`config.mk`:
```
export PLATFORM = sky130hd
export DESIGN_NAME = swseq_top
export DESIGN_NICKNAME = d
export VERILOG_FILES = /design/src/hw/swseq_pkg.sv /design/src/hw/swseq_top.sv /design/src/hw/swseq_trig_timer.sv
export VERILOG_INCLUDE_DIRS = /design/src /design/src/hw
export SDC_FILE = /design/constraint.sdc
export NUM_CORES = 1
export LEC_CHECK = 0
export BUFFER_PORTS_ARGS = -buffer_cell sky130_fd_sc_hd__clkbuf_2
export CAP_MARGIN = 20
export CORE_MARGIN = 4
export CORE_UTILIZATION = 40
export DETAILED_ROUTE_END_ITERATION = 6
export GPL_TIMING_DRIVEN = 0
export PLACE_DENSITY = 0.56
export SLEW_MARGIN = 20
export SYNTH_ARGS = -nofsm -noshare
export SYNTH_HDL_FRONTEND = slang
export SYNTH_SLANG_ARGS = --single-unit
```
`constraint.sdc`:
```
create_clock -name clk -period 12.14 [get_ports clk]
set_input_delay 1.214 -clock clk [delete_from_list [all_inputs] [get_ports clk]]
set_output_delay 1.214 -clock clk [all_outputs]
set_load 0.1 [all_outputs]
```
`src/hw/swseq_defines.svh`:
```
// Register offsets, field positions, reset values and command bits of the sweep sequencer
`ifndef SWSEQ_DEFINES_SVH
`define SWSEQ_DEFINES_SVH

`define SWSEQ_OFF_CTRL 8'h00
`define SWSEQ_OFF_START 8'h04
`define SWSEQ_OFF_END 8'h08
`define SWSEQ_OFF_TIME 8'h0C
`define SWSEQ_OFF_PERIOD 8'h10
`define SWSEQ_OFF_IDLE 8'h14
`define SWSEQ_OFF_CMD 8'h18
`define SWSEQ_OFF_STATUS 8'h1C
`define SWSEQ_OFF_VALUE 8'h20
`define SWSEQ_OFF_PHASE 8'h24

`define SWSEQ_CTRL_RUN 0
`define SWSEQ_CTRL_SHUTTLE 2
`define SWSEQ_CTRL_EXT 3
`define SWSEQ_CTRL_POL 4
`define SWSEQ_CTRL_IDLEEN 6
`define SWSEQ_CTRL_HALF 7
`define SWSEQ_CTRL_SYNCEN 8
`define SWSEQ_CTRL_ENABLE 9
`define SWSEQ_CTRL_ISPHASE 10

`define SWSEQ_POL_OFF 2'h0
`define SWSEQ_POL_RISE 2'h1
`define SWSEQ_POL_FALL 2'h2

`define SWSEQ_CMD_START 0
`define SWSEQ_CMD_STOP 1
`define SWSEQ_CMD_HOLD 2
`define SWSEQ_CMD_RESUME 3
`define SWSEQ_CMD_SWAP 4
`define SWSEQ_CMD_MANUAL 5
`define SWSEQ_CMD_REMOTE 6
`define SWSEQ_CMD_TOSTART 7
`define SWSEQ_CMD_TOEND 8
`define SWSEQ_CMD_CLRTRIG 9

`define SWSEQ_RST_CTRL 11'h000
`define SWSEQ_RST_START 16'h0000
`define SWSEQ_RST_END 16'h0100
`define SWSEQ_RST_TIME 32'h0000_0100
`define SWSEQ_RST_PERIOD 32'h0003_0D40
`define SWSEQ_RST_IDLE 7'h00
`define SWSEQ_RST_PHASE 16'h0000
`define SWSEQ_IDLE_MAX 7'h64

`endif

```
`src/hw/swseq_pkg.sv`:
```
// Types shared by the sweep sequencer modules
package swseq_pkg;

	typedef enum logic [2:0] {
		SWSEQ_IDLE = 3'b000,
		SWSEQ_RUN = 3'b001,
		SWSEQ_HOLD = 3'b010,
		SWSEQ_WAIT = 3'b011,
		SWSEQ_DRAIN = 3'b100,
		SWSEQ_FORCE = 3'b101
	} swseq_phase_t;

	typedef enum logic [1:0] {
		SWSEQ_CONT = 2'b00,
		SWSEQ_SINGLE = 2'b01,
		SWSEQ_GATED = 2'b10
	} swseq_run_t;

	typedef struct packed {
		logic [15:0] value;
		logic oscEnable;
		logic haltUseLevel;
		logic [6:0] haltLevel;
		logic [15:0] startPhase;
		logic [15:0] stopPhase;
	} swseq_gen_t;

	typedef struct packed {
		logic [10:0] ctrl;
		logic [15:0] startVal;
		logic [15:0] endVal;
		logic [31:0] sweepTime;
		logic [31:0] trigPeriod;
		logic [6:0] idleLevel;
		logic [15:0] phaseReg;
		swseq_phase_t phase;
		logic [15:0] value;
		logic [31:0] err;
		logic [31:0] elapsed;
		logic backLeg;
		logic stopped;
		logic osc;
		logic sync;
		logic trigd;
		logic trigPulse;
		logic pinMeta;
		logic pinSync;
		logic pinPrev;
		logic busWr;
		logic [7:0] busAddr;
		logic [31:0] rdata;
	} swseq_state_t;

	typedef struct packed {
		logic [31:0] count;
	} swseq_timer_t;

endpackage

```
`src/hw/swseq_top.sv`:
```
// Sweep sequencer: AHB-Lite registers, trigger selection and sweep state machine
//
// Local design decisions: the register offsets and the AHB-Lite register port.
`timescale 1ns/1ps
`include "swseq_defines.svh"

module swseq_top
	import swseq_pkg::*;
(
	input wire logic clk,
	input wire logic nrst,
	input wire logic hsel,
	input wire logic [31:0] haddr,
	input wire logic [1:0] htrans,
	input wire logic hwrite,
	input wire logic [2:0] hsize,
	input wire logic [31:0] hwdata,
	input wire logic hready,
	output logic hreadyout,
	output logic hresp,
	output logic [31:0] hrdata,
	input wire logic trigIn,
	input wire logic cycleEdge,
	input wire logic halfCycleEdge,
	output swseq_gen_t gen,
	output logic sweepSyncOut,
	output logic trigAccepted,
	output logic conflict
);
	logic [1:0] rstPipe;
	logic rstN;
	swseq_state_t s;
	swseq_state_t next_s;

	logic [1:0] runSel;
	logic shuttle;
	logic extSrc;
	logic [1:0] pol;
	logic idleEn;
	logic halfUnit;
	logic syncEn;
	logic enable;
	logic isPhase;
	logic singleMode;
	logic gated;
	logic [9:0] cmdWord;
	logic [15:0] absSpan;
	logic dirUp;
	logic [32:0] errSum;
	logic [32:0] stepErr;
	logic stepNow;
	logic [31:0] elapsedInc;
	logic legEnd;
	logic [15:0] valueStep;
	logic riseEdge;
	logic fallEdge;
	logic extTrig;
	logic intTick;
	logic anyTrig;
	logic trigTake;
	logic boundary;

	// Reset released through two flops so every state flop leaves reset on the same edge
	always_ff @(posedge clk or negedge nrst)
	begin
		if (!nrst)
		begin
			rstPipe <= 2'b00;
		end
		else
		begin
			rstPipe <= {rstPipe[0], 1'b1};
		end
	end
	assign rstN = rstPipe[1];

	assign runSel = s.ctrl[`SWSEQ_CTRL_RUN +: 2];
	assign shuttle = s.ctrl[`SWSEQ_CTRL_SHUTTLE];
	assign extSrc = s.ctrl[`SWSEQ_CTRL_EXT];
	assign pol = s.ctrl[`SWSEQ_CTRL_POL +: 2];
	assign idleEn = s.ctrl[`SWSEQ_CTRL_IDLEEN];
	assign halfUnit = s.ctrl[`SWSEQ_CTRL_HALF];
	assign syncEn = s.ctrl[`SWSEQ_CTRL_SYNCEN];
	assign enable = s.ctrl[`SWSEQ_CTRL_ENABLE];
	assign isPhase = s.ctrl[`SWSEQ_CTRL_ISPHASE];
	assign singleMode = (runSel == SWSEQ_SINGLE) || (runSel == SWSEQ_GATED);
	assign gated = (runSel == SWSEQ_GATED);

	// Commands are write-only pulses, live in the data phase of a CMD write
	assign cmdWord = (s.busWr && s.busAddr == `SWSEQ_OFF_CMD) ? hwdata[9:0] : 10'h000;

	// Stepper moves at most one count per clock, so the span may not exceed the time
	assign conflict = (s.sweepTime == 32'h0000_0000)
		|| ({16'h0000, absSpan} > s.sweepTime)
		|| (runSel == 2'h3)
		|| (singleMode && !extSrc && s.trigPeriod == 32'h0000_0000)
		|| (idleEn && s.idleLevel > `SWSEQ_IDLE_MAX);

	// Direction set by endpoint order, reversed on the return leg
	assign absSpan = (s.endVal >= s.startVal) ? s.endVal - s.startVal : s.startVal - s.endVal;
	assign dirUp = (s.endVal >= s.startVal) ^ s.backLeg;
	assign errSum = {1'b0, s.err} + {17'h0_0000, absSpan};
	assign stepErr = errSum - {1'b0, s.sweepTime};
	assign stepNow = errSum >= {1'b0, s.sweepTime};
	assign elapsedInc = s.elapsed + 32'h0000_0001;
	assign legEnd = (elapsedInc == s.sweepTime);
	assign valueStep = dirUp ? s.value + 16'h0001 : s.value - 16'h0001;

	// Pin edges taken only from the second synchroniser stage onward
	assign riseEdge = s.pinSync && !s.pinPrev;
	assign fallEdge = !s.pinSync && s.pinPrev;
	assign extTrig = extSrc && ((pol == `SWSEQ_POL_RISE && riseEdge)
		|| (pol == `SWSEQ_POL_FALL && fallEdge));
	assign anyTrig = extTrig || (!extSrc && intTick)
		|| cmdWord[`SWSEQ_CMD_MANUAL] || cmdWord[`SWSEQ_CMD_REMOTE]
		|| cmdWord[`SWSEQ_CMD_START];
	assign trigTake = anyTrig && singleMode && enable && !conflict
		&& s.phase != SWSEQ_RUN && s.phase != SWSEQ_DRAIN;
	assign boundary = cycleEdge || (halfUnit && halfCycleEdge);

	swseq_trig_timer u_timer (
		.clk(clk),
		.rstN(rstN),
		.run(enable && singleMode && !extSrc),
		.period(s.trigPeriod),
		.tick(intTick)
	);

	always_comb
	begin
		next_s = s;
		next_s.trigPulse = 1'b0;
		next_s.pinMeta = trigIn;
		next_s.pinSync = s.pinMeta;
		next_s.pinPrev = s.pinSync;

		// Data phase of a write
		if (s.busWr)
		begin
			case (s.busAddr)
				`SWSEQ_OFF_CTRL: next_s.ctrl = hwdata[10:0];
				`SWSEQ_OFF_START: next_s.startVal = hwdata[15:0];
				`SWSEQ_OFF_END: next_s.endVal = hwdata[15:0];
				`SWSEQ_OFF_TIME: next_s.sweepTime = hwdata;
				`SWSEQ_OFF_PERIOD: next_s.trigPeriod = hwdata;
				`SWSEQ_OFF_IDLE: next_s.idleLevel = hwdata[6:0];
				`SWSEQ_OFF_PHASE: next_s.phaseReg = hwdata[15:0];
				default: ;
			endcase
		end
		if (cmdWord[`SWSEQ_CMD_SWAP])
		begin
			next_s.startVal = s.endVal;
			next_s.endVal = s.startVal;
		end

		// Trigger seen flag: a new trigger beats a clear in the same cycle
		if (cmdWord[`SWSEQ_CMD_CLRTRIG])
		begin
			next_s.trigd = 1'b0;
		end
		if (trigTake)
		begin
			next_s.trigd = 1'b1;
			next_s.trigPulse = 1'b1;
		end

		if (!enable)
		begin
			next_s.phase = SWSEQ_IDLE;
			next_s.osc = 1'b0;
			next_s.stopped = 1'b0;
			next_s.value = next_s.startVal;
			next_s.backLeg = 1'b0;
			next_s.sync = 1'b1;
		end
		else if (cmdWord[`SWSEQ_CMD_STOP])
		begin
			next_s.phase = SWSEQ_IDLE;
			next_s.value = next_s.startVal;
			next_s.osc = 1'b0;
			next_s.backLeg = 1'b0;
			next_s.sync = 1'b1;
			next_s.stopped = 1'b1;
		end
		else if (cmdWord[`SWSEQ_CMD_TOSTART] || cmdWord[`SWSEQ_CMD_TOEND])
		begin
			next_s.phase = SWSEQ_FORCE;
			next_s.value = cmdWord[`SWSEQ_CMD_TOEND] ? next_s.endVal : next_s.startVal;
			next_s.osc = gated;
			next_s.backLeg = 1'b0;
			next_s.sync = 1'b1;
			next_s.stopped = 1'b1;
		end
		else if (trigTake)
		begin
			next_s.phase = SWSEQ_RUN;
			next_s.elapsed = 32'h0000_0000;
			next_s.err = 32'h0000_0000;
			next_s.osc = gated;
			next_s.sync = 1'b0;
			if (s.phase != SWSEQ_WAIT)
			begin
				next_s.value = next_s.startVal;
				next_s.backLeg = 1'b0;
			end
		end
		else if (!singleMode && !conflict
			&& (cmdWord[`SWSEQ_CMD_START] || (s.phase == SWSEQ_IDLE && !s.stopped)))
		begin
			next_s.phase = SWSEQ_RUN;
			next_s.stopped = 1'b0;
			next_s.value = next_s.startVal;
			next_s.elapsed = 32'h0000_0000;
			next_s.err = 32'h0000_0000;
			next_s.backLeg = 1'b0;
			next_s.sync = 1'b0;
		end
		else
		begin
			unique case (s.phase)
				SWSEQ_RUN:
				begin
					if (cmdWord[`SWSEQ_CMD_HOLD])
					begin
						next_s.phase = SWSEQ_HOLD;
					end
					else
					begin
						next_s.elapsed = elapsedInc;
						if (stepNow)
						begin
							next_s.value = valueStep;
							next_s.err = stepErr[31:0];
						end
						else
						begin
							next_s.err = errSum[31:0];
						end
						// Sync rises halfway through the forward leg so each start shows a falling edge
						if (!s.backLeg && elapsedInc == {1'b0, s.sweepTime[31:1]})
						begin
							next_s.sync = 1'b1;
						end
						if (legEnd)
						begin
							next_s.elapsed = 32'h0000_0000;
							next_s.err = 32'h0000_0000;
							next_s.sync = 1'b1;
							if (gated)
							begin
								next_s.phase = SWSEQ_DRAIN;
							end
							else if (shuttle && !s.backLeg)
							begin
								next_s.backLeg = 1'b1;
								if (singleMode)
								begin
									next_s.phase = SWSEQ_WAIT;
								end
							end
							else if (!singleMode)
							begin
								next_s.value = next_s.startVal;
								next_s.backLeg = 1'b0;
								next_s.sync = 1'b0;
							end
							else
							begin
								next_s.phase = SWSEQ_IDLE;
								next_s.value = next_s.startVal;
								next_s.backLeg = 1'b0;
							end
						end
					end
				end
				SWSEQ_HOLD:
				begin
					if (cmdWord[`SWSEQ_CMD_RESUME])
					begin
						next_s.phase = SWSEQ_RUN;
					end
				end
				SWSEQ_DRAIN:
				begin
					// Oscillation keeps going past the sweep time until the chosen boundary
					if (boundary)
					begin
						next_s.osc = 1'b0;
						if (shuttle && !s.backLeg)
						begin
							next_s.phase = SWSEQ_WAIT;
							next_s.backLeg = 1'b1;
						end
						else
						begin
							next_s.phase = SWSEQ_IDLE;
							next_s.value = next_s.startVal;
							next_s.backLeg = 1'b0;
						end
					end
				end
				default: ;
			endcase
		end

		// Address phase: capture and preload read data from the updated copy
		next_s.busWr = 1'b0;
		if (hsel && hready && htrans[1])
		begin
			next_s.busWr = hwrite && (hsize == 3'b010);
			next_s.busAddr = haddr[7:0];
			case (haddr[7:0])
				`SWSEQ_OFF_CTRL: next_s.rdata = {21'h00_0000, next_s.ctrl};
				`SWSEQ_OFF_START: next_s.rdata = {16'h0000, next_s.startVal};
				`SWSEQ_OFF_END: next_s.rdata = {16'h0000, next_s.endVal};
				`SWSEQ_OFF_TIME: next_s.rdata = next_s.sweepTime;
				`SWSEQ_OFF_PERIOD: next_s.rdata = next_s.trigPeriod;
				`SWSEQ_OFF_IDLE: next_s.rdata = {25'h000_0000, next_s.idleLevel};
				`SWSEQ_OFF_STATUS: next_s.rdata = {24'h00_0000, next_s.backLeg, next_s.sync, next_s.osc,
					next_s.trigd, conflict, next_s.phase};
				`SWSEQ_OFF_VALUE: next_s.rdata = {16'h0000, next_s.value};
				`SWSEQ_OFF_PHASE: next_s.rdata = {16'h0000, next_s.phaseReg};
				default: next_s.rdata = 32'h0000_0000;
			endcase
		end
	end

	always_ff @(posedge clk or negedge rstN)
	begin
		if (!rstN)
		begin
			s <= '0;
			s.ctrl <= `SWSEQ_RST_CTRL;
			s.startVal <= `SWSEQ_RST_START;
			s.endVal <= `SWSEQ_RST_END;
			s.sweepTime <= `SWSEQ_RST_TIME;
			s.trigPeriod <= `SWSEQ_RST_PERIOD;
			s.idleLevel <= `SWSEQ_RST_IDLE;
			s.phaseReg <= `SWSEQ_RST_PHASE;
			s.value <= `SWSEQ_RST_START;
			s.sync <= 1'b1;
		end
		else
		begin
			s <= next_s;
		end
	end

	// Zero-wait slave; unmapped reads return zero, unmapped writes are dropped
	assign hreadyout = 1'b1;
	assign hresp = 1'b0;
	assign hrdata = s.rdata;

	assign gen.value = s.value;
	assign gen.oscEnable = s.osc;
	assign gen.haltUseLevel = idleEn;
	assign gen.haltLevel = s.idleLevel;
	assign gen.startPhase = isPhase ? s.startVal : s.phaseReg;
	assign gen.stopPhase = isPhase ? s.endVal : s.phaseReg;
	assign sweepSyncOut = syncEn ? s.sync : 1'b0;
	assign trigAccepted = s.trigPulse;
endmodule

```
`src/hw/swseq_trig_timer.sv`:
```
// Internal trigger timer: one tick per programmed period
`timescale 1ns/1ps
module swseq_trig_timer
	import swseq_pkg::*;
(
	input wire logic clk,
	input wire logic rstN,
	input wire logic run,
	input wire logic [31:0] period,
	output logic tick
);
	swseq_timer_t s;
	swseq_timer_t next_s;

	// Period counted in clk cycles; zero period is blocked as a conflict upstream
	assign tick = run && (s.count == period - 32'h0000_0001);

	always_comb
	begin
		next_s = s;
		if (!run || tick)
		begin
			next_s.count = 32'h0000_0000;
		end
		else
		begin
			next_s.count = s.count + 32'h0000_0001;
		end
	end

	always_ff @(posedge clk or negedge rstN)
	begin
		if (!rstN)
		begin
			s <= '0;
		end
		else
		begin
			s <= next_s;
		end
	end
endmodule

```
Yosys cells after proc, flatten, opt, wreduce, memory -nomap -nowiden
Index checks and enable logic that the tools add are counted.
W data, S select, Z words.
{ "totals": {"register_bits": 297, "latch_bits": 0, "ram_bits": 0, "rom_bits": 0, "in_bits": 77, "out_inout_bits": 94, "word_cells": 201, "mem_count": 0} }
{ "op_classes": {"n_addsub": 9, "multipliers": 0, "div_mod_pow": 0, "n_lt_le_gt_ge": 4, "n_eq_ne": 33, "n_shift": 0, "n_mux": 70, "bitwise": 3, "reduce_logical": 57} }
{ "op_table": {"columns": ["cell", "n"], "rows": [
  ["$pmux W32 S9", 1],
  ["$mux W16", 16],
  ["$mux W84", 3],
  ["$mux W32", 5],
  ["$mux W130", 1],
  ["$mux W81", 1],
  ["$mux W19", 4],
  ["$add A32 B1 Y32 const B", 2],
  ["$eq A32 B32 Y1", 2],
  ["$logic_not A32 Y1", 2],
  ["$mux W64", 1],
  ["$eq A8 B5 Y1 const B", 6],
  ["$mux W41", 1],
  ["$add A32 B16 Y33", 1],
  ["$ge A33 B32 Y1", 1],
  ["$eq A32 B31 Y1", 1],
  ["$eq A8 B4 Y1 const B", 4],
  ["$gt A16 B32 Y1", 1],
  ["$pmux W16 S2", 1],
  ["$sub A16 B16 Y16", 2],
  ["$sub A32 B1 Y32 const B", 1],
  ["$sub A32 B32 Y32", 1],
  ["$logic_and A1 B1 Y1", 27],
  ["$eq A8 B6 Y1 const B", 3],
  ["other kinds (33)", 88]
]} }

Depth between registers and ports, before layout
Gate-level depths: netlist (run 1).
{ "depth": {"word_depth": 21, "depth_mapped": 40, "depth_no_buf": 37} }

By module
From an unflattened synthesis (run 1), not the netlist that was laid out.
{ "unflattened": {"cells_unflattened": 3042, "hier_area_um2": 25092.8} }
{ "modules_own_cells": {"columns": ["mod", "n_inst", "cells_each", "area_per_inst_um2", "seq_area_each_um2"], "rows": [
  ["swseq_top", 1, 2728, 22345.2, 6642.6],
  ["swseq_trig_timer", 1, 314, 2747.6, 800.8]
]} }

Worst setup path before layout (run 1)
Ideal clock, no wire load.
{ "synth_path": {"path_kind": "register to register", "start": "reg s[220] in the netlist's numbering", "end": "reg s[95] in the netlist's numbering", "setup_ps": 121, "t_arrival_ps": 7689, "t_required_ps": 12019, "path_slack_ps": 4330, "stages_incl_launch_ff": 36, "n_path_buf": 4, "synth_period_minus_slack_ps": 7810, "path_cell_list": "dfrtp_1 > inv_1 > ha_1 > inv_1 > fa_1 > a211oi_1 > o211ai_1 > a211oi_1 > nor2_1 > a21oi_1 > clkbuf_1 > mux2i_1 > xor2_1 > ha_1 > nand3_1 > nor2_1 > o31ai_1 > a31oi_1 > o21ai_0 > a211o_1 > nor2_1 > and3_1 > xor2_1 > ha_1 > a21o_1 > a21o_1 > a21o_1 > a211o_1 > o211ai_1 > nand4b_1 > nor2_1 > clkbuf_1 > clkbuf_1 > clkbuf_1 > o21ai_0 > a22o_1"} }
{ "synth_via": {"elab_chain_cells": 13, "elab_cells_between_ends": 27, "cone_classes": "add/sub: 4; order compare: 3; eq/ne: 1; mux: 7; reduce/logical: 12"} }
{ "synth_rtl": {"columns": ["element", "line", "source"], "rows": [
  ["start: declaration", "swseq_top.sv:32", "swseq_state_t s;"],
  ["start signal: assignment", "swseq_top.sv:346", "s <= next_s;"],
  ["$sub A16 B16 Y16 or $ge A16 B16 Y1 (tied branches)", "swseq_top.sv:100", "assign absSpan = (s.endVal >= s.startVal) ? s.endVal - s.startVal : s.startVal - s.endVal;"],
  ["$mux W16 (*)", "swseq_top.sv:100", null],
  ["branches (longest 11 deep; another with $add A32 B16 Y33)", null, null]
]} }
Every way passes the cells marked *. The select of a mux whose other input is x is not followed.
A chain may end at the register's enable or synchronous reset.

Worst setup path after layout (run 1)
Ends and elaborated chain as after synthesis.

==> results of run 1 <==
## layout make-up
cell class / instances / area (sq um) / area share
Sequential cell: 297 / 7450 / 0.263
Inverter: 130 / 488 / 0.0172
Clock buffer: 61 / 1250 / 0.0443
Multi-Input combinational cell: 2395 / 15800 / 0.559
Buffer: 243 / 1240 / 0.0440
Clock inverter: 15 / 138 / 0.00486
Timing Repair Buffer: 145 / 856 / 0.0302
Tap cell: 837 / 1050 / 0.0370
## per-stage QoR
step	worst slack, ps	hold WS [ps]	util
after floorplan	3270	331	-
after global placement	-1020	333	0.432
after detailed placement	742	335	0.436
after CTS	652	348	0.458
after global routing	156	355	0.458
final	595	347	0.458
## synthesized netlist by cell type (all sizes together) (14+ instances only)
cell,count
and2,32
a22oi,39
nor2,243
a2111oi,14
o31ai,51
nor2b,41
a31oi,34
a21o,48
and4,16
nand2b,41
xnor2,134
a221oi,16
xor2,78
a211oi,22
nor4,40
clkbuf,135
nor3,63
o2111ai,14
and3,46
o211ai,22
or3,23
o22ai,21
a21oi,193
ha,114
dfrtp,288
buf,108
mux2i,53
nand4,46
mux2,70
o21ai,250
nand3,73
nand2,345
inv,130
## final timing paths
check / startpoint / end / cells past startpoint
worst min register to register: next_s[42] / next_s[41] / 0
worst max-delay path: s[220] / s[95] / 36
max in group asynchronous: rstPipe[1] / s[173] / 4
worst max register to register: s[220] / s[95] / 36
min in group asynchronous: rstPipe[1] / u_timer.s[1] / 0
worst min-delay path: next_s[42] / next_s[41] / 0
## flip-flops by register name, summed over array words and instances (netlist names)
name          cells
u_timer.s        32
rstPipe           2
extSrc            1
runSel            2
next_s            2
enable            1
hrdata           32
halfUnit          1
s               195
gen              25
trigAccepted      1
isPhase           1
pol               2
## report_power, final
group	internal, mW	switching (mW)	total [mW]	leakage [nW]
sequential	1.07	0.120	1.19	3.71
clock	0.739	0.511	1.25	0.685
combinational	0.541	1.09	1.63	7.88
total	2.35	1.72	4.07	12.3
## routing by layer
layer,up-vias,global-route usage,wire length (um)
met3,258,0.0470,7130
met4,2,0.140,5660
li1,11392,-,-
met2,1143,0.515,49600
met1,12295,0.426,47000
met5,-,0,13
## cells by family (layout without fill, tap and decap cells)
kind of cell,after synthesis,in the layout,synth area share
AND/OR/NAND/NOR,1071,1071,0.214
flip-flops,297,297,0.298
adder cells (fa/ha/maj),119,119,0.0612
AO/OA/AOI/OAI,865,865,0.228
multiplexers,123,123,0.0529
XOR/XNOR,214,214,0.0763
buffers and inverters,373,594,0.0692
other,2,3,0.000301
## timing repair
item | in CTS | in global routing
hold buffers | 0 | 0
gates resized for setup | 0 | 3
setup endpoints to repair | 0 | 1
==> out/summary.log, run 1 <==
INFO  clocking       ctsLongestPathBuffers=3
INFO  yosys          ys_seq_elements=297
INFO  setup_path     worst_path_max_stage_delay=770ps
INFO  global_routing gr-usage-all-layers=0.318
INFO  worst_hold_path min_path_type=flip-flop to flip-flop
INFO  global_routing globalRoute.totalOverflow=0
INFO  placed_design  dp_hpwl=86,600um
INFO  timing         slew_viol_final=0
INFO  route          dr_total_vias=25,090
INFO  yosys          synth_sequential_area_ratio=0.298
INFO  yosys          synthesis.area_per_instance=8.14squm
INFO  setup_path     crit_path_top_delay_cell=sky130_fd_sc_hd__clkdlybuf4s15_1
INFO  yosys          synth_async_sr_flop_share=1.00
INFO  yosys          synth-main-ff-cell=sky130_fd_sc_hd__dfrtp_1
INFO  timing         fmax=86.6MHz
INFO  route          vias_per_cell=6.09
INFO  timing         final_min_period_over_clock_period=0.951
INFO  setup_path     critical_path.startpoint_type=flip-flop
INFO  setup_path     critical_path_data_arrival_time=12,010ps
INFO  die            start_util=0.404
INFO  pwr            power.density_cell_area=144nW/um^2
INFO  clocking       cts-root-buf=sky130_fd_sc_hd__clkbuf_16
INFO  clocking       clock_sinks=297
INFO  timing         unrepaired_setup_endpoints_after_global_routing=no
INFO  pwr            worst_ir_drop_vdd=0.161mV
INFO  yosys          synth.lib_cells_used.distinct=105
INFO  global_routing grt_first_pass_wirelength=160,000um
INFO  layout         mostFrequentLayoutCell=sky130_fd_sc_hd__nand2_1
INFO  setup_path     rrSetupSlack=600ps
INFO  die            dieHeight=258um
INFO  placed_design  place_area=26,900squm
INFO  setup_path     timing.critical_path.buf_inv=6
INFO  die            core_area=61,700squm
INFO  clocking       cts-buffers-inserted=41
INFO  timing         final_hold_viol_count=0
INFO  timing         max_slew.worst_pin.slew=1140ps
INFO  setup_path     critPathCaptureType=flip-flop
INFO  clocking       htree_levels=2
INFO  run_status     run_status=completed
INFO  pwr            leakagePower=12.3nW
INFO  placed_design  io_buffer_count=138
INFO  die            num_rows=91
INFO  setup_path     type_of_the_worst_setup_path=flip-flop to flip-flop
INFO  layout         commonest_cells_after_routing_fill_and_taps_aside=sky130_fd_sc_hd__nand2_1 (344), sky130_fd_sc_hd__dfrtp_1 (287), sky130_fd_sc_hd__nor2_1 (241), sky130_fd_sc_hd__o21ai_0 (212), sky130_fd_sc_hd__a21oi_1 (191)
INFO  route          initialDrtViolationCount=2,709
INFO  route          drtPass1Iterations=5
INFO  setup_path     critical-path-top-delay-family=compound AO/OA/AOI/OAI gates
INFO  setup_path     cp_max_fo=10
INFO  yosys          synth_edf_count=0
INFO  job            max-cap-violations=0
INFO  timing         setup_tns=0ps
INFO  layout         finalNetCount=3,449
INFO  timing         skew=29.8ps
INFO  yosys          cell_types_occupying_the_most_area_after_synthesis=sky130_fd_sc_hd__dfrtp_1 (29%), sky130_fd_sc_hd__ha_1 (5.7%), sky130_fd_sc_hd__nand2_1 (5.2%), sky130_fd_sc_hd__xnor2_1 (4.7%), sky130_fd_sc_hd__o21ai_0 (4.3%)
INFO  route          antenna_left=0
INFO  die            die-width=258um
INFO  pwr            design_power_total=4.07mW
INFO  yosys          synthesis.area=24,900squm
INFO  route          wl=109,000um
INFO  layout         final_layout_size_suffix_gt1_frac=0.143
INFO  global_routing antenna_found_initial=2
INFO  setup_path     worstPathRequired=12,600ps
INFO  yosys          yosys.area.top_type=sky130_fd_sc_hd__dfrtp_1
INFO  clocking       clk_pin_slew_worst_paths=60ps
INFO  global_routing grt_start_max_net_pins=53
INFO  yosys          postSynthCellCount=3,064
INFO  global_routing grt_pass1_vias=24,357
INFO  timing         timing.max_slew.rel_slack=0.222
INFO  layout         areaGrowthSynthToFinish=13.4%
INFO  layout         antenna-diode-count=0
INFO  die            die-area=66,400squm
INFO  yosys          yosysWarningCount=0
INFO  yosys          synth_top_cell_area_share=0.289
INFO  timing         finalCriticalPeriod=11,540ps
INFO  clocking       tritoncts=yes
INFO  clocking       clock_insertion_delay_worst_skew=590ps
INFO  route          drc=0
INFO  timing         finalSetupViolCount=0
INFO  clocking       post_cts.repair.setup_buffers=0
INFO  layout         post-route-cell-area=28,300squm
INFO  placed_design  gp_routability_congestion=1.01
INFO  route          wl_per_cell=26.5um
INFO  placed_design  place.detailed.instances=4,047
INFO  layout         final_cell_count_no_fill=4,123
INFO  layout         fillerInstances=6,267
INFO  die            pin_count=171
No activity file was read; power rests on OpenSTA's default activity.
==> run 2, diff against run 1 <==
Settings changed: CAP_MARGIN 20 to 10, CTS_BUF_LIST set to sky130_fd_sc_hd__clkbuf_4 sky130_fd_sc_hd__clkbuf_8, PLACE_DENSITY 0.56 to 0.68.
==> out/summary.log, run 2 (synthesized netlist as in run 1, its figures left out) <==
INFO  layout         final_layout_size_suffix_gt1_frac=0.150 [+0.00764]
INFO  setup_path     critPathCaptureType=flip-flop
INFO  die            die-width=258um [unchanged]
INFO  setup_path     rrSetupSlack=850ps [+260 ps]
INFO  route          wl=98,900um [-9.6%]
INFO  timing         finalSetupViolCount=0 [unchanged]
INFO  pwr            clockPowerShare=0.287 [-0.020]
INFO  job            max-cap-violations=0 [unchanged]
INFO  setup_path     crit_path_top_delay_cell=sky130_fd_sc_hd__clkbuf_1
INFO  timing         max_slew.worst_pin.slew=1240ps [+99.6 ps]
INFO  clocking       tritoncts=yes
INFO  global_routing grt_start_max_net_pins=56 [+5.7%]
INFO  layout         commonest_cells_after_routing_fill_and_taps_aside=sky130_fd_sc_hd__nand2_1 (344), sky130_fd_sc_hd__dfrtp_1 (287), sky130_fd_sc_hd__nor2_1 (241), sky130_fd_sc_hd__o21ai_0 (212), sky130_fd_sc_hd__a21oi_1 (193)
INFO  pwr            leakagePower=12.2nW [-0.38%]
INFO  layout         post-route-cell-area=28,100squm [-0.65%]
INFO  route          drtPass1Iterations=7 [+2]
INFO  global_routing grt_first_pass_wirelength=147,000um [-8.1%]
INFO  pwr            power_report.internal_total=2.23mW [-5.1%]
INFO  timing         final_critical_path_setup_slack=853ps [+258 ps]
INFO  layout         finalNetCount=3,462 [+0.38%]
INFO  setup_path     critical_path.startpoint_type=flip-flop
INFO  timing         final_hold_viol_count=0 [unchanged]
INFO  clocking       cts-buffers-inserted=55 [+34%]
INFO  route          antenna_left=0 [unchanged]
INFO  placed_design  pre_cts_ws=1020ps [+275 ps]
INFO  layout         final_cell_count_no_fill=4,152 [+0.70%]
INFO  layout         max_flop_register=s
INFO  pwr            power.density_cell_area=139nW/um^2 [-3.5%]
INFO  setup_path     worstPathRequired=12,690ps [+90 ps]
INFO  global_routing globalRoute.totalOverflow=0 [unchanged]
INFO  worst_hold_path min_path_type=flip-flop to asynchronous set/reset pin
INFO  pwr            share_seq_of_total_power=0.305 [+0.012]
INFO  pwr            worst_ir_drop_vdd=0.184mV [+15%]
INFO  pwr            netSwitchingPower=1.67mW [-2.8%]
INFO  global_routing gr-usage-all-layers=0.287 [-0.0317]
INFO  global_routing antenna_found_initial=3 [+1]
INFO  clocking       clock_insertion_delay_worst_skew=700ps [+110 ps]
INFO  route          vias_per_cell=6.04 [-0.71%]
INFO  setup_path     r2r_end=s[95]
INFO  placed_design  gp_routability_congestion=1.03 [+2.2%]
INFO  timing         skew=44.9ps [+15.2 ps]
INFO  setup_path     cpMostUsedCell=sky130_fd_sc_hd__clkbuf_1
INFO  timing         final_min_period_over_clock_period=0.930 [-0.0213]
INFO  clocking       cts.repair.resized=0 [unchanged]
INFO  setup_path     worst_path_max_stage_delay=750ps [-20 ps]
INFO  global_routing grt_pass1_vias=23,973 [-1.6%]
INFO  route          wl_per_cell=23.8um [-10%]
INFO  clocking       clk_pin_slew_worst_paths=70ps [about the same]
INFO  route          dr_total_vias=25,088 [-0.0080%]
INFO  clocking       clock_sinks=297 [unchanged]
INFO  die            start_util=0.404 [unchanged]
INFO  clocking       cts_hold_buf=0 [unchanged]
INFO  placed_design  dp_hpwl=76,800um [-11%]
INFO  layout         largest_register_ff_count=195 [unchanged]
INFO  placed_design  io_buffer_count=138 [unchanged]
INFO  timing         unrepaired_setup_endpoints_after_global_routing=no
INFO  route          drc=1 [+1]
INFO  run_status     failing_checks=DRC
INFO  die            dieHeight=258um [unchanged]
INFO  setup_path     worst_reg2reg_path_depth=36 [unchanged]
INFO  run_status     run_status=finished with violations
INFO  die            pin_count=171 [unchanged]
INFO  timing         slew_viol_final=0 [unchanged]
INFO  setup_path     type_of_the_worst_setup_path=flip-flop to flip-flop
INFO  die            core_area=61,700squm [unchanged]
INFO  pwr            power.share.combinational=0.408 [+0.008]
INFO  setup_path     reg2reg_from=s[220]
INFO  clocking       htree_levels=2 [unchanged]
INFO  route          initialDrtViolationCount=2,913 [+7.5%]
INFO  layout         mostFrequentLayoutCell=sky130_fd_sc_hd__nand2_1
INFO  pwr            switching_power_as_a_share_of_total_power=0.428 [+0.00585]
INFO  placed_design  place.detailed.instances=4,046 [-0.025%]
INFO  die            num_rows=91 [unchanged]
INFO  clocking       post_cts.repair.setup_buffers=0 [unchanged]
INFO  placed_design  place_area=26,900squm [-0.12%]
INFO  setup_path     cp_max_fo=10 [unchanged]
INFO  timing         finalCriticalPeriod=11,290ps [-258 ps]
INFO  clocking       ctsLongestPathBuffers=3 [unchanged]
INFO  timing         timing.max_slew.rel_slack=0.175 [-0.0468]
INFO  die            die-area=66,400squm [unchanged]
INFO  timing         fmax=88.6MHz [+2.3%]
INFO  layout         areaGrowthSynthToFinish=12.7%
INFO  setup_path     critical_path_data_arrival_time=11,840ps [-170 ps]
INFO  clocking       cts-root-buf=sky130_fd_sc_hd__clkbuf_8
==> run 2: changes by cell type in the layout (fill, tap and decap cells not counted), moves of 2 or more <==
| cell | change |
|---|---|
| sky130_fd_sc_hd__clkbuf_8 | +54 |
| sky130_fd_sc_hd__a21oi_1 | +2 |
| sky130_fd_sc_hd__clkinv_2 | +2 |
| sky130_fd_sc_hd__clkbuf_16 | -42 |
| sky130_fd_sc_hd__diode_2 | +3 |
| sky130_fd_sc_hd__clkbuf_1 | -5 |
| sky130_fd_sc_hd__a21oi_2 | -2 |
| sky130_fd_sc_hd__bufinv_16 | +2 |
| sky130_fd_sc_hd__clkbuf_4 | +18 |
==> run 2: routing by layer <==
metal  track usage  vias to the layer above  part of all wire  wire length, um
met1         0.368                    12047              0.41            40100
met3        0.0604                      308             0.089             8800
li1              -                    11445                 -                -
met2         0.456                     1286              0.44            43800
met4         0.151                        2             0.063             6240
met5             0                        -           0.00013               13
==> run 2: cell type report <==
type	count	area [sq um]
fill	6307	33600
multi-input combinational	2395	15800
sequential	297	7450
buffer	243	1240
clock buffer	85	1060
tap	837	1050
timing repair buffer	144	841
inverter	130	488
clock inverter	18	181
antenna	3	7.51
==> run 2: power by group through the flow <==
stage	clock [mW]	combinational, mW	sequential, mW
detailed placement	0	1.56	1.20
CTS	1.13	1.57	1.19
global route	1.17	1.72	1.20
finish	1.12	1.59	1.19
global placement	0	1.53	1.22
floorplan	0	1.19	1.17
==> run 2: how the worst max path moves through the flow <==
stage / endpoint / slack, ps / startpoint / depth (start not counted)
floorplan: enable / 3270 / rstPipe[1] / 0
global placement: s[101] / -740 / rstPipe[1] / 0
detailed placement: s[95] / 1020 / s[220] / 36
CTS: s[95] / 930 / s[220] / 36
global route: s[95] / 280 / s[220] / 36
finish: s[95] / 850 / s[220] / 36
==> run 2: stage by stage <==
step | util | hold slack [ps] | setup TNS, ps | power, mW
detailed placement | 0.435 | 263 | 0 | 2.77
global route | 0.455 | 291 | 0 | 4.09
floorplan | - | 331 | 0 | 2.36
finish | 0.455 | 236 | 0 | 3.90
global placement | 0.432 | 333 | -196750 | 2.75
CTS | 0.455 | 242 | 0 | 3.88
==> run 2: worst max-delay path: cells and delay by family (launching register included) <==
kind	cells	cell delay, ps
AO/OA/AOI/OAI	17	4240
buffers and inverters	6	2680
AND/OR/NAND/NOR	7	2140
adder cells (fa/ha/maj)	4	1260
flip-flops	1	460
XOR/XNOR	2	360
